==> src/verilog/spi_frame_pkg.sv <==
package spi_frame_pkg;

  // Register byte offsets on the AHB-Lite window
  localparam logic [7:0] ADDR_CTRL = 8'h00;
  localparam logic [7:0] ADDR_TXDATA = 8'h04;
  localparam logic [7:0] ADDR_RXDATA = 8'h08;
  localparam logic [7:0] ADDR_STATUS = 8'h0C;

  // Control register fields
  localparam int CTRL_ENABLE_BIT = 15;
  localparam int WORD_WIDTH_BIT = 10;
  localparam int SAMPLE_PHASE_BIT = 9;
  localparam int EDGE_SELECT_BIT = 8;
  localparam int SS_ENABLE_BIT = 7;
  localparam int POLARITY_BIT = 6;
  localparam int MASTER_BIT = 5;
  localparam logic [15:0] CTRL_MASK = 16'h87E0;
  localparam logic [15:0] CTRL_RESET = 16'h0000;

  // Status register fields
  localparam int STAT_BUSY_BIT = 0;
  localparam int STAT_TX_FULL_BIT = 1;
  localparam int STAT_TX_EMPTY_BIT = 2;
  localparam int STAT_RX_VALID_BIT = 3;
  localparam int STAT_RX_OVF_BIT = 4;
  localparam int STAT_SS_LEVEL_BIT = 5;

  // Frame sizes and serial timing
  localparam logic [4:0] BYTE_BITS = 5'h08;
  localparam logic [4:0] WORD_BITS = 5'h10;
  localparam logic [4:0] HALF_LAST_BYTE = 5'h0F;
  localparam logic [4:0] HALF_LAST_WORD = 5'h1F;
  localparam int DEFAULT_HALF_CYCLES = 4;
  localparam int DEFAULT_FIFO_DEPTH = 16;
  localparam int DATA_WIDTH = 16;

  typedef enum logic [1:0] {
    ENG_IDLE = 2'b01,
    ENG_SHIFT = 2'b10
  } engine_e;

endpackage : spi_frame_pkg

==> src/verilog/spi_frame_port.sv <==
// Notes on behaviour
// RQ1 - With the word width select cleared every frame carries 8 bits.
// RQ2 - With the word width select set every frame carries 16 bits.
// RQ3 - As master, input is sampled at the end of each bit time when the sample phase is 1, else mid-bit.
// RQ4 - Software keeps the sample phase cleared whenever the port runs as slave.
// RQ5 - Output data changes on the active-to-idle clock edge when edge select is 1, else on idle-to-active.
// RQ6 - As slave with slave select enabled the slave select pin gates the link, otherwise the pin is ignored.
// RQ7 - Clock polarity 1 means clock idles high and is active low, polarity 0 the reverse.
// RQ8 - The master role select bit picks master (1) or slave (0) operation.
// RQ9 - As master the port drives the serial clock, as slave it only receives it and never drives it.
`timescale 1ns/1ps
module spi_word_fifo #(
  parameter int WIDTH = 16,
  parameter int DEPTH = 16
) (
  input wire logic clk, // Clock
  input wire logic rst_n, // Async reset, active low
  input wire logic in_valid, // Write request
  output logic in_ready, // Space available
  input wire logic [WIDTH-1:0] in_data, // Write word
  output logic out_valid, // Word available
  input wire logic out_ready, // Read request
  output logic [WIDTH-1:0] out_data // Head word
);
  localparam int AW = $clog2(DEPTH);
  typedef struct packed {
    logic [DEPTH-1:0][WIDTH-1:0] mem;
    logic [AW-1:0] wr;
    logic [AW-1:0] rd;
    logic [AW:0] cnt;
  } fifo_s;
  fifo_s s_r;
  fifo_s s_nxt;
  logic push;
  logic pop;
  if (DEPTH < 2 || (1 << AW) != DEPTH) begin : g_depth_check
    $error("FIFO depth must be a power of two of at least 2");
  end
  assign in_ready = (s_r.cnt != (AW + 1)'(DEPTH));
  assign out_valid = (s_r.cnt != '0);
  assign out_data = s_r.mem[s_r.rd];
  assign push = in_valid & in_ready;
  assign pop = out_valid & out_ready;
  always_comb begin
    s_nxt = s_r;
    if (push) begin
      s_nxt.mem[s_r.wr] = in_data;
      s_nxt.wr = s_r.wr + 1'b1;
    end
    if (pop) begin
      s_nxt.rd = s_r.rd + 1'b1;
    end
    s_nxt.cnt = s_r.cnt + {{AW{1'b0}}, push} - {{AW{1'b0}}, pop};
  end
  always_ff @(posedge clk or negedge rst_n) begin
    if (!rst_n) begin
      s_r <= '0;
    end else begin
      s_r <= s_nxt;
    end
  end
endmodule : spi_word_fifo

module spi_frame_port
  import spi_frame_pkg::*;
#(
  parameter int HALF_CYCLES = DEFAULT_HALF_CYCLES,
  parameter int FIFO_DEPTH = DEFAULT_FIFO_DEPTH
) (
  input wire logic CLK, // System clock
  input wire logic RESET_N, // Async reset, active low
  input wire logic HSEL, // AHB slave select
  input wire logic [31:0] HADDR, // AHB address
  input wire logic [1:0] HTRANS, // AHB transfer type
  input wire logic HWRITE, // AHB write
  input wire logic [2:0] HSIZE, // AHB size, words only
  input wire logic [31:0] HWDATA, // AHB write data
  input wire logic HREADY, // AHB bus ready
  output logic [31:0] HRDATA, // AHB read data
  output logic HREADYOUT, // AHB slave ready
  output logic HRESP, // AHB response, always OKAY
  input wire logic SCK_I, // Serial clock pin in
  output logic SCK_O, // Serial clock pin out
  output logic SCK_OE, // Serial clock drive enable
  input wire logic SDI, // Serial data in
  output logic SDO_O, // Serial data out
  output logic SDO_OE, // Serial data drive enable
  input wire logic SLAVE_SELECT_PIN_N // Slave select pin, active low
);
  if (HALF_CYCLES < 3 || HALF_CYCLES > 65535) begin : g_half_check
    $error("HALF_CYCLES must lie in 3..65535");
  end
  localparam logic [15:0] HALF_LAST = 16'(HALF_CYCLES - 1);
  typedef struct packed {
    engine_e eng;
    logic [15:0] ctrl;
    logic sck_m;
    logic sck_q;
    logic sck_p;
    logic sdi_m;
    logic sdi_q;
    logic ss_m;
    logic ss_q;
    logic [15:0] tx_sh;
    logic [15:0] rx_sh;
    logic [15:0] rx_data;
    logic tx_loaded;
    logic rx_valid;
    logic rx_ovf;
    logic [4:0] bit_cnt;
    logic [4:0] half;
    logic [15:0] div;
    logic sck_o;
    logic sck_oe;
    logic sdo_o;
    logic sdo_oe;
    logic dp_pend;
    logic dp_write;
    logic [7:0] dp_addr;
    logic [31:0] rdata;
    logic ready;
    logic resp;
  } port_s;
  port_s s_r;
  port_s s_nxt;
  logic tx_push;
  logic tx_ready;
  logic tx_valid;
  logic tx_pop;
  logic [15:0] tx_head;

  function automatic logic [4:0] frame_bits(input logic wide);
    frame_bits = wide ? WORD_BITS : BYTE_BITS; // [RQ1] [RQ2]
  endfunction : frame_bits

  function automatic logic [4:0] half_last(input logic wide);
    half_last = wide ? HALF_LAST_WORD : HALF_LAST_BYTE; // [RQ1] [RQ2]
  endfunction : half_last

  // Clock level for a given half bit time
  function automatic logic sck_level(input logic [4:0] h, input logic cke, input logic cpol);
    sck_level = cpol ^ (h[0] ^ ~cke); // [RQ5] [RQ7]
  endfunction : sck_level

  // Left-aligned transmit word
  function automatic logic [15:0] align_tx(input logic [15:0] d, input logic wide);
    align_tx = wide ? d : {d[7:0], 8'h00}; // [RQ1] [RQ2]
  endfunction : align_tx

  spi_word_fifo #(
    .WIDTH(DATA_WIDTH),
    .DEPTH(FIFO_DEPTH)
  ) u_tx_fifo (
    .clk(CLK),
    .rst_n(RESET_N),
    .in_valid(tx_push),
    .in_ready(tx_ready),
    .in_data(HWDATA[15:0]),
    .out_valid(tx_valid),
    .out_ready(tx_pop),
    .out_data(tx_head)
  );

  always_comb begin
    logic [15:0] rx_new;
    logic done;
    logic bus_done;
    logic en;
    logic wide;
    logic input_sample_phase;
    logic cke;
    logic cpol;
    logic ss_act;
    logic lead;
    logic trail;
    logic smp_edge;
    logic chg_edge;
    logic busy;
    rx_new = s_r.rx_sh;
    done = 1'b0;
    bus_done = 1'b0;
    en = s_r.ctrl[CTRL_ENABLE_BIT];
    wide = s_r.ctrl[WORD_WIDTH_BIT];
    input_sample_phase = s_r.ctrl[SAMPLE_PHASE_BIT];
    cke = s_r.ctrl[EDGE_SELECT_BIT];
    cpol = s_r.ctrl[POLARITY_BIT];
    ss_act = !s_r.ctrl[SS_ENABLE_BIT] || !s_r.ss_q; // [RQ6]
    lead = (s_r.sck_q != s_r.sck_p) && (s_r.sck_q != cpol); // [RQ7]
    trail = (s_r.sck_q != s_r.sck_p) && (s_r.sck_q == cpol); // [RQ7]
    smp_edge = cke ? lead : trail; // [RQ4]
    chg_edge = cke ? trail : lead; // [RQ5]
    busy = s_r.ctrl[MASTER_BIT] ? (s_r.eng == ENG_SHIFT) : (s_r.bit_cnt != 5'h00);
    tx_push = 1'b0;
    tx_pop = 1'b0;
    s_nxt = s_r;
    s_nxt.resp = 1'b0;
    // Pin synchronisers
    s_nxt.sck_m = SCK_I;
    s_nxt.sck_q = s_r.sck_m;
    s_nxt.sck_p = s_r.sck_q;
    s_nxt.sdi_m = SDI;
    s_nxt.sdi_q = s_r.sdi_m;
    s_nxt.ss_m = SLAVE_SELECT_PIN_N;
    s_nxt.ss_q = s_r.ss_m;
    // Bus data phase; a TX write waits while the FIFO is full
    if (s_r.dp_pend) begin
      bus_done = 1'b1;
      s_nxt.rdata = 32'h0000_0000;
      if (s_r.dp_write) begin
        case (s_r.dp_addr)
          ADDR_CTRL: begin
            s_nxt.ctrl = HWDATA[15:0] & CTRL_MASK;
          end
          ADDR_TXDATA: begin
            tx_push = 1'b1;
            bus_done = tx_ready;
          end
          default: begin
          end
        endcase
      end else begin
        case (s_r.dp_addr)
          ADDR_CTRL: begin
            s_nxt.rdata = {16'h0000, s_r.ctrl};
          end
          ADDR_RXDATA: begin
            s_nxt.rdata = {16'h0000, s_r.rx_data};
            s_nxt.rx_valid = 1'b0;
            s_nxt.rx_ovf = 1'b0;
          end
          ADDR_STATUS: begin
            s_nxt.rdata[STAT_BUSY_BIT] = busy;
            s_nxt.rdata[STAT_TX_FULL_BIT] = !tx_ready;
            s_nxt.rdata[STAT_TX_EMPTY_BIT] = !tx_valid;
            s_nxt.rdata[STAT_RX_VALID_BIT] = s_r.rx_valid;
            s_nxt.rdata[STAT_RX_OVF_BIT] = s_r.rx_ovf;
            s_nxt.rdata[STAT_SS_LEVEL_BIT] = s_r.ss_q;
          end
          default: begin
          end
        endcase
      end
    end
    if (bus_done) begin
      s_nxt.dp_pend = 1'b0;
      s_nxt.ready = 1'b1;
    end
    if (HSEL && HTRANS[1] && HREADY) begin
      s_nxt.dp_pend = 1'b1;
      s_nxt.dp_write = HWRITE;
      s_nxt.dp_addr = HADDR[7:0];
      s_nxt.ready = 1'b0;
    end
    // Serial engine
    if (!en) begin
      s_nxt.eng = ENG_IDLE;
      s_nxt.bit_cnt = 5'h00;
      s_nxt.half = 5'h00;
      s_nxt.div = 16'h0000;
      s_nxt.sck_o = cpol; // [RQ7]
      s_nxt.sck_oe = 1'b0;
      s_nxt.sdo_oe = 1'b0;
    end else if (s_r.ctrl[MASTER_BIT]) begin // [RQ8]
      s_nxt.sck_oe = 1'b1; // [RQ9]
      s_nxt.sdo_oe = 1'b1;
      s_nxt.bit_cnt = 5'h00;
      case (s_r.eng)
        ENG_IDLE: begin
          s_nxt.sck_o = cpol; // [RQ7]
          if (tx_valid) begin
            tx_pop = 1'b1;
            s_nxt.tx_sh = align_tx(tx_head, wide);
            s_nxt.tx_loaded = 1'b0;
            s_nxt.rx_sh = 16'h0000;
            s_nxt.half = 5'h00;
            s_nxt.div = 16'h0000;
            s_nxt.eng = ENG_SHIFT;
            s_nxt.sck_o = sck_level(5'h00, cke, cpol); // [RQ5] [RQ9]
          end
        end
        ENG_SHIFT: begin
          if (s_r.div == HALF_LAST) begin
            s_nxt.div = 16'h0000;
            if (s_r.half[0] == input_sample_phase) begin // [RQ3]
              rx_new = {s_r.rx_sh[14:0], s_r.sdi_q};
              s_nxt.rx_sh = rx_new;
            end
            if (s_r.half == half_last(wide)) begin // [RQ1] [RQ2]
              done = 1'b1;
              s_nxt.eng = ENG_IDLE;
              s_nxt.sck_o = cpol; // [RQ7]
            end else begin
              if (s_r.half[0]) begin
                s_nxt.tx_sh = {s_r.tx_sh[14:0], 1'b0}; // [RQ5]
              end
              s_nxt.half = s_r.half + 5'h01;
              s_nxt.sck_o = sck_level(s_r.half + 5'h01, cke, cpol); // [RQ9]
            end
          end else begin
            s_nxt.div = s_r.div + 16'h0001;
          end
        end
        default: begin
          s_nxt.eng = ENG_IDLE;
        end
      endcase
    end else begin
      s_nxt.eng = ENG_IDLE;
      s_nxt.sck_oe = 1'b0; // [RQ9]
      s_nxt.sck_o = cpol;
      s_nxt.sdo_oe = ss_act; // [RQ6]
      if (!ss_act) begin
        s_nxt.bit_cnt = 5'h00; // [RQ6]
      end else if (smp_edge) begin // [RQ4]
        rx_new = {s_r.rx_sh[14:0], s_r.sdi_q};
        s_nxt.rx_sh = rx_new;
        if (s_r.bit_cnt + 5'h01 == frame_bits(wide)) begin // [RQ1] [RQ2]
          done = 1'b1;
          s_nxt.bit_cnt = 5'h00;
          s_nxt.tx_loaded = 1'b0;
          s_nxt.tx_sh = 16'h0000;
        end else begin
          s_nxt.bit_cnt = s_r.bit_cnt + 5'h01;
        end
      end else if (chg_edge && s_r.bit_cnt != 5'h00) begin
        s_nxt.tx_sh = {s_r.tx_sh[14:0], 1'b0}; // [RQ5]
      end
      if (!done && s_nxt.bit_cnt == 5'h00 && !s_r.tx_loaded && tx_valid) begin
        tx_pop = 1'b1;
        s_nxt.tx_sh = align_tx(tx_head, wide);
        s_nxt.tx_loaded = 1'b1;
      end
    end
    s_nxt.sdo_o = s_nxt.tx_sh[15];

    // Received word; a new word beats a read clear
    if (done) begin
      s_nxt.rx_data = wide ? rx_new : {8'h00, rx_new[7:0]}; // [RQ1] [RQ2]
      if (s_r.rx_valid) begin
        s_nxt.rx_ovf = 1'b1;
      end
      s_nxt.rx_valid = 1'b1;
    end
  end

  always_ff @(posedge CLK or negedge RESET_N) begin
    if (!RESET_N) begin
      s_r <= '0;
      s_r.eng <= ENG_IDLE;
      s_r.ctrl <= CTRL_RESET;
      s_r.ready <= 1'b1;
      s_r.sck_m <= 1'b0;
      s_r.ss_m <= 1'b1;
      s_r.ss_q <= 1'b1;
    end else begin
      s_r <= s_nxt;
    end
  end

  assign HRDATA = s_r.rdata;
  assign HREADYOUT = s_r.ready;
  assign HRESP = s_r.resp;
  assign SCK_O = s_r.sck_o;
  assign SCK_OE = s_r.sck_oe;
  assign SDO_O = s_r.sdo_o;
  assign SDO_OE = s_r.sdo_oe;

endmodule : spi_frame_port
==> config.mk <==
export PLATFORM = sky130hd
export DESIGN_NAME = spi_frame_port
export DESIGN_NICKNAME = d
export VERILOG_FILES = /design/src/verilog/spi_frame_pkg.sv /design/src/verilog/spi_frame_port.sv
export SDC_FILE = /design/constraint.sdc
export NUM_CORES = 1
export LEC_CHECK = 0
export BUFFER_PORTS_ARGS = -buffer_cell sky130_fd_sc_hd__buf_2
export CAP_MARGIN = 20
export CORE_MARGIN = 1
export CORE_UTILIZATION = 42
export CTS_CLUSTER_SIZE = 8
export DETAILED_ROUTE_END_ITERATION = 6
export SYNTH_ARGS = -nofsm -noshare
export SYNTH_HDL_FRONTEND = slang
export SYNTH_SLANG_ARGS = --single-unit
==> constraint.sdc <==
create_clock -name CLK -period 3.62 [get_ports CLK]
set_input_delay 0.724 -clock CLK [delete_from_list [all_inputs] [get_ports CLK]]
set_output_delay 0.724 -clock CLK [all_outputs]
set_load 0.03 [all_outputs]
==> out/metrics.csv <==
metric,value,unit
ys_seq_area_share,50.8,%
cts_made_buffers,55,
r2r_start,s_r[138]$_DFFE_PN0P_,
crit_family,adder cells,
cp-end-kind,flip-flop,
grt_pass1_wl,74.8,mm
crit_cells,14,
cp_cell_sequence,"xor2_4, mux2_2, nor2_1, a32o_2, o31ai_1, and3_1, ha_1, inv_1, ha_1, fa_2, a21oi_2, nor2_1, nor2_1, xnor2_1",
fin_setup_tns,0,ns
worstMarginPinSlew,0.916,ns
synth_top_area_share,50.2,%
gp_congestion,0.840,
synth-seq-cells,392,
synth_area_leader_cell,dfrtp_1,
grt_pass1_vias,13000,
min_path_type,input port to asynchronous set/reset pin,
fmax,294,MHz
cpMaxStageDelayCell,mux2_2,
port_buffers,53,
clock_latency,0.60,ns
powerDensity,558,nW/µm²
synth_cells,1576,
rsz0062_at_grt,false,
synth_common_cells,"dfrtp_1 (388), mux2_2 (269), nand2_1 (101)",
final-setup-viol-count,0,
synth_warnings,0,
worst-path-buf-inv,1,
die_h,217,µm
syn_area_per_cell,12.3,µm²
vias_per_cell,5.65,
cp_slowest_stage_delay,0.48,ns
reg2reg_to,u_tx_fifo.s_r[4]$_DFF_PN0_,
seq_area,9820,µm²
cts_tree,yes,
fin_nets,1713,
relSlewSlack,38.7,%
n_antenna_cell,0,
dp.final_hpwl,28.7,mm
pre_cts_ws,0.0312,ns
first_pass_iters,5,
clk_pin_slew_worst_paths,0.05,ns
fin_crit,3.40,ns
reg2reg_depth,14,
crit_type,flip-flop to flip-flop,
status,completed,
drcViolationCount,0,
postRouteAntennaNets,0,
vias,12600,
wl,46.7,mm
syn_area,19300,µm²
worst_path_most_repeated_cell,nor2_1,
cp.required,4.13,ns
htreeDepth,2,
ys_top_cells_by_area,"dfrtp_1 (50%), mux2_2 (16%), mux2i_1 (5.0%)",
synth-main-ff-cell,dfrtp_1,
fp.dieArea,46900,µm²
yosysMostFrequentCell,dfrtp_1,
finalHoldViolCount,0,
ioPinCount,115,
leakagePower,9.21,nW
nFillCells,4037,
grt_max_degree,89,
async_flop_share,100,%
cap_violations,0,
synth_cell_types,74,
cts_sinks,392,
grt_overflow,0,
period_share,93.9,%
area_delta_synth_final,12.8,%
drtIter0Drc,864,
arrival,3.91,ns
fp.dieW,217,µm
rows,78,
ir_drop,0.431,mV
track_usage,20.4,%
slew_violations,0,
cp_max_fo,6,
fin_hold_ws,0.161,ns
fin_util,48.1,%
drive_gt1_share,32.5,%
synth_edf_count,0,
finalWorstSetupSlack,0.221,ns
regToRegSetupSlack,0.22,ns
grt_antenna_before_repair,1,
clock_path_buffers,3,
root_buffer,clkbuf_16,
fin_skew,0.0222,ns
core,45400,µm²
initial_core_util,42.6,%
multiInputGateArea,8790,µm²
post_drt_wl_per_cell,20.9,µm
startpoint_type,flip-flop,
==> layer usage <==
layer / vias to the layer above / wire length (µm) / share of wire [%] / GRT usage (%)
met5: - / 10 / 0.021 / 0
li1: 5775 / - / - / -
met2: 209 / 22200 / 48 / 32.8
met4: 2 / 1180 / 2.5 / 6.36
met1: 6573 / 21700 / 47 / 28.4
met3: 85 / 1610 / 3.4 / 3.00
==> how the worst max path moves through the flow <==
stage	slack [ns]	endpoint	startpoint
floorplan	0.08	u_tx_fifo.s_r[4]$_DFF_PN0_	u_tx_fifo.s_r[3]$_DFF_PN0_
global placement	0.12	u_tx_fifo.s_r[4]$_DFF_PN0_	s_r[70]$_DFF_PN0_
detailed placement	0.03	u_tx_fifo.s_r[4]$_DFF_PN0_	s_r[70]$_DFF_PN0_
CTS	0.04	u_tx_fifo.s_r[4]$_DFF_PN0_	s_r[140]$_DFFE_PN0P_
global route	0.05	u_tx_fifo.s_r[4]$_DFF_PN0_	s_r[138]$_DFFE_PN0P_
finish	0.22	u_tx_fifo.s_r[4]$_DFF_PN0_	s_r[138]$_DFFE_PN0P_
==> cells in the final DEF, fill, tap and decap left out, types with 18 or more instances in the layout <==
cell,count
a21oi_1,44
a221oi_1,23
a31oi_1,20
buf_2,52
buf_4,56
clkbuf_16,55
dfrtp_1,383
inv_1,29
mux2_2,269
mux2i_1,95
mux4_2,40
nand2_1,101
nor2_1,68
nor3_1,18
o21ai_0,77
==> through the flow <==
stage / instance area, µm² / std cells / total power [W]
6_report: 21800 / 2237 / 0.0122
5_1_grt: 21800 / 2237 / 0.0127
4_1_cts: 21800 / 2236 / 0.0123
3_5_place_dp: 20300 / 2160 / 0.00759
3_3_place_gp: 20300 / 2160 / 0.00755
2_1_floorplan: 19400 / 1592 / 0.00683
==> cells by family (layout without fill, tap and decap cells) <==
group,count (synthesis),count (layout),share of synthesized area (%)
AO/OA/AOI/OAI,267,267,9.18
AND/OR/NAND/NOR,286,286,7.56
flip-flops,392,392,50.8
buffers and inverters,176,221,4.37
XOR/XNOR,25,25,1.27
multiplexers,411,411,25.6
other,1,17,0.0194
adder cells (fa/ha/maj),18,18,1.20
==> worst register-to-register path, cell delays in order (launching register included) <==
cell and delay (ns):
dfrtp_2 0.47, xor2_4 0.28, mux2_2 0.48, nor2_1 0.16, a32o_2 0.25, o31ai_1 0.10, and3_1 0.21, ha_1 0.28
inv_1 0.04, ha_1 0.21, fa_2 0.39, a21oi_2 0.15, nor2_1 0.05, nor2_1 0.14, xnor2_1 0.13
==> registers in the layout (all words and copies together), names as in the netlist <==
| name | cells |
|---|---|
| SDO_OE | 1 |
| u_tx_fifo.s_r | 269 |
| HREADYOUT | 1 |
| SCK_OE | 1 |
| s_r | 99 |
| HRDATA | 16 |
| s_nxt | 4 |
| SCK_O | 1 |
==> cell type report <==
cell class                 instances  share of cell area (%)
clock inverter                     4                   0.292
multi-input combinational       1024                    40.3
tap                              600                    3.44
timing repair buffer             116                    3.83
sequential                       392                    45.0
clock buffer                      72                    6.60
inverter                          29                   0.499
==> power breakdown <==
| part | internal [W] | total (W) | switching (W) |
|---|---|---|---|
| clock | 0.00280 | 0.00463 | 0.00184 |
| sequential | 0.00472 | 0.00504 | 0.000320 |
| combinational | 0.00120 | 0.00249 | 0.00129 |
| total | 0.00872 | 0.0122 | 0.00345 |
==> what timing repair did <==
action	CTS	global route
gates resized for setup	1	8
setup endpoints to repair	1	1
hold buffers	0	0
pin swaps	0	1
setup buffers	0	1
Note: power is estimated with default switching activity, not from simulation.
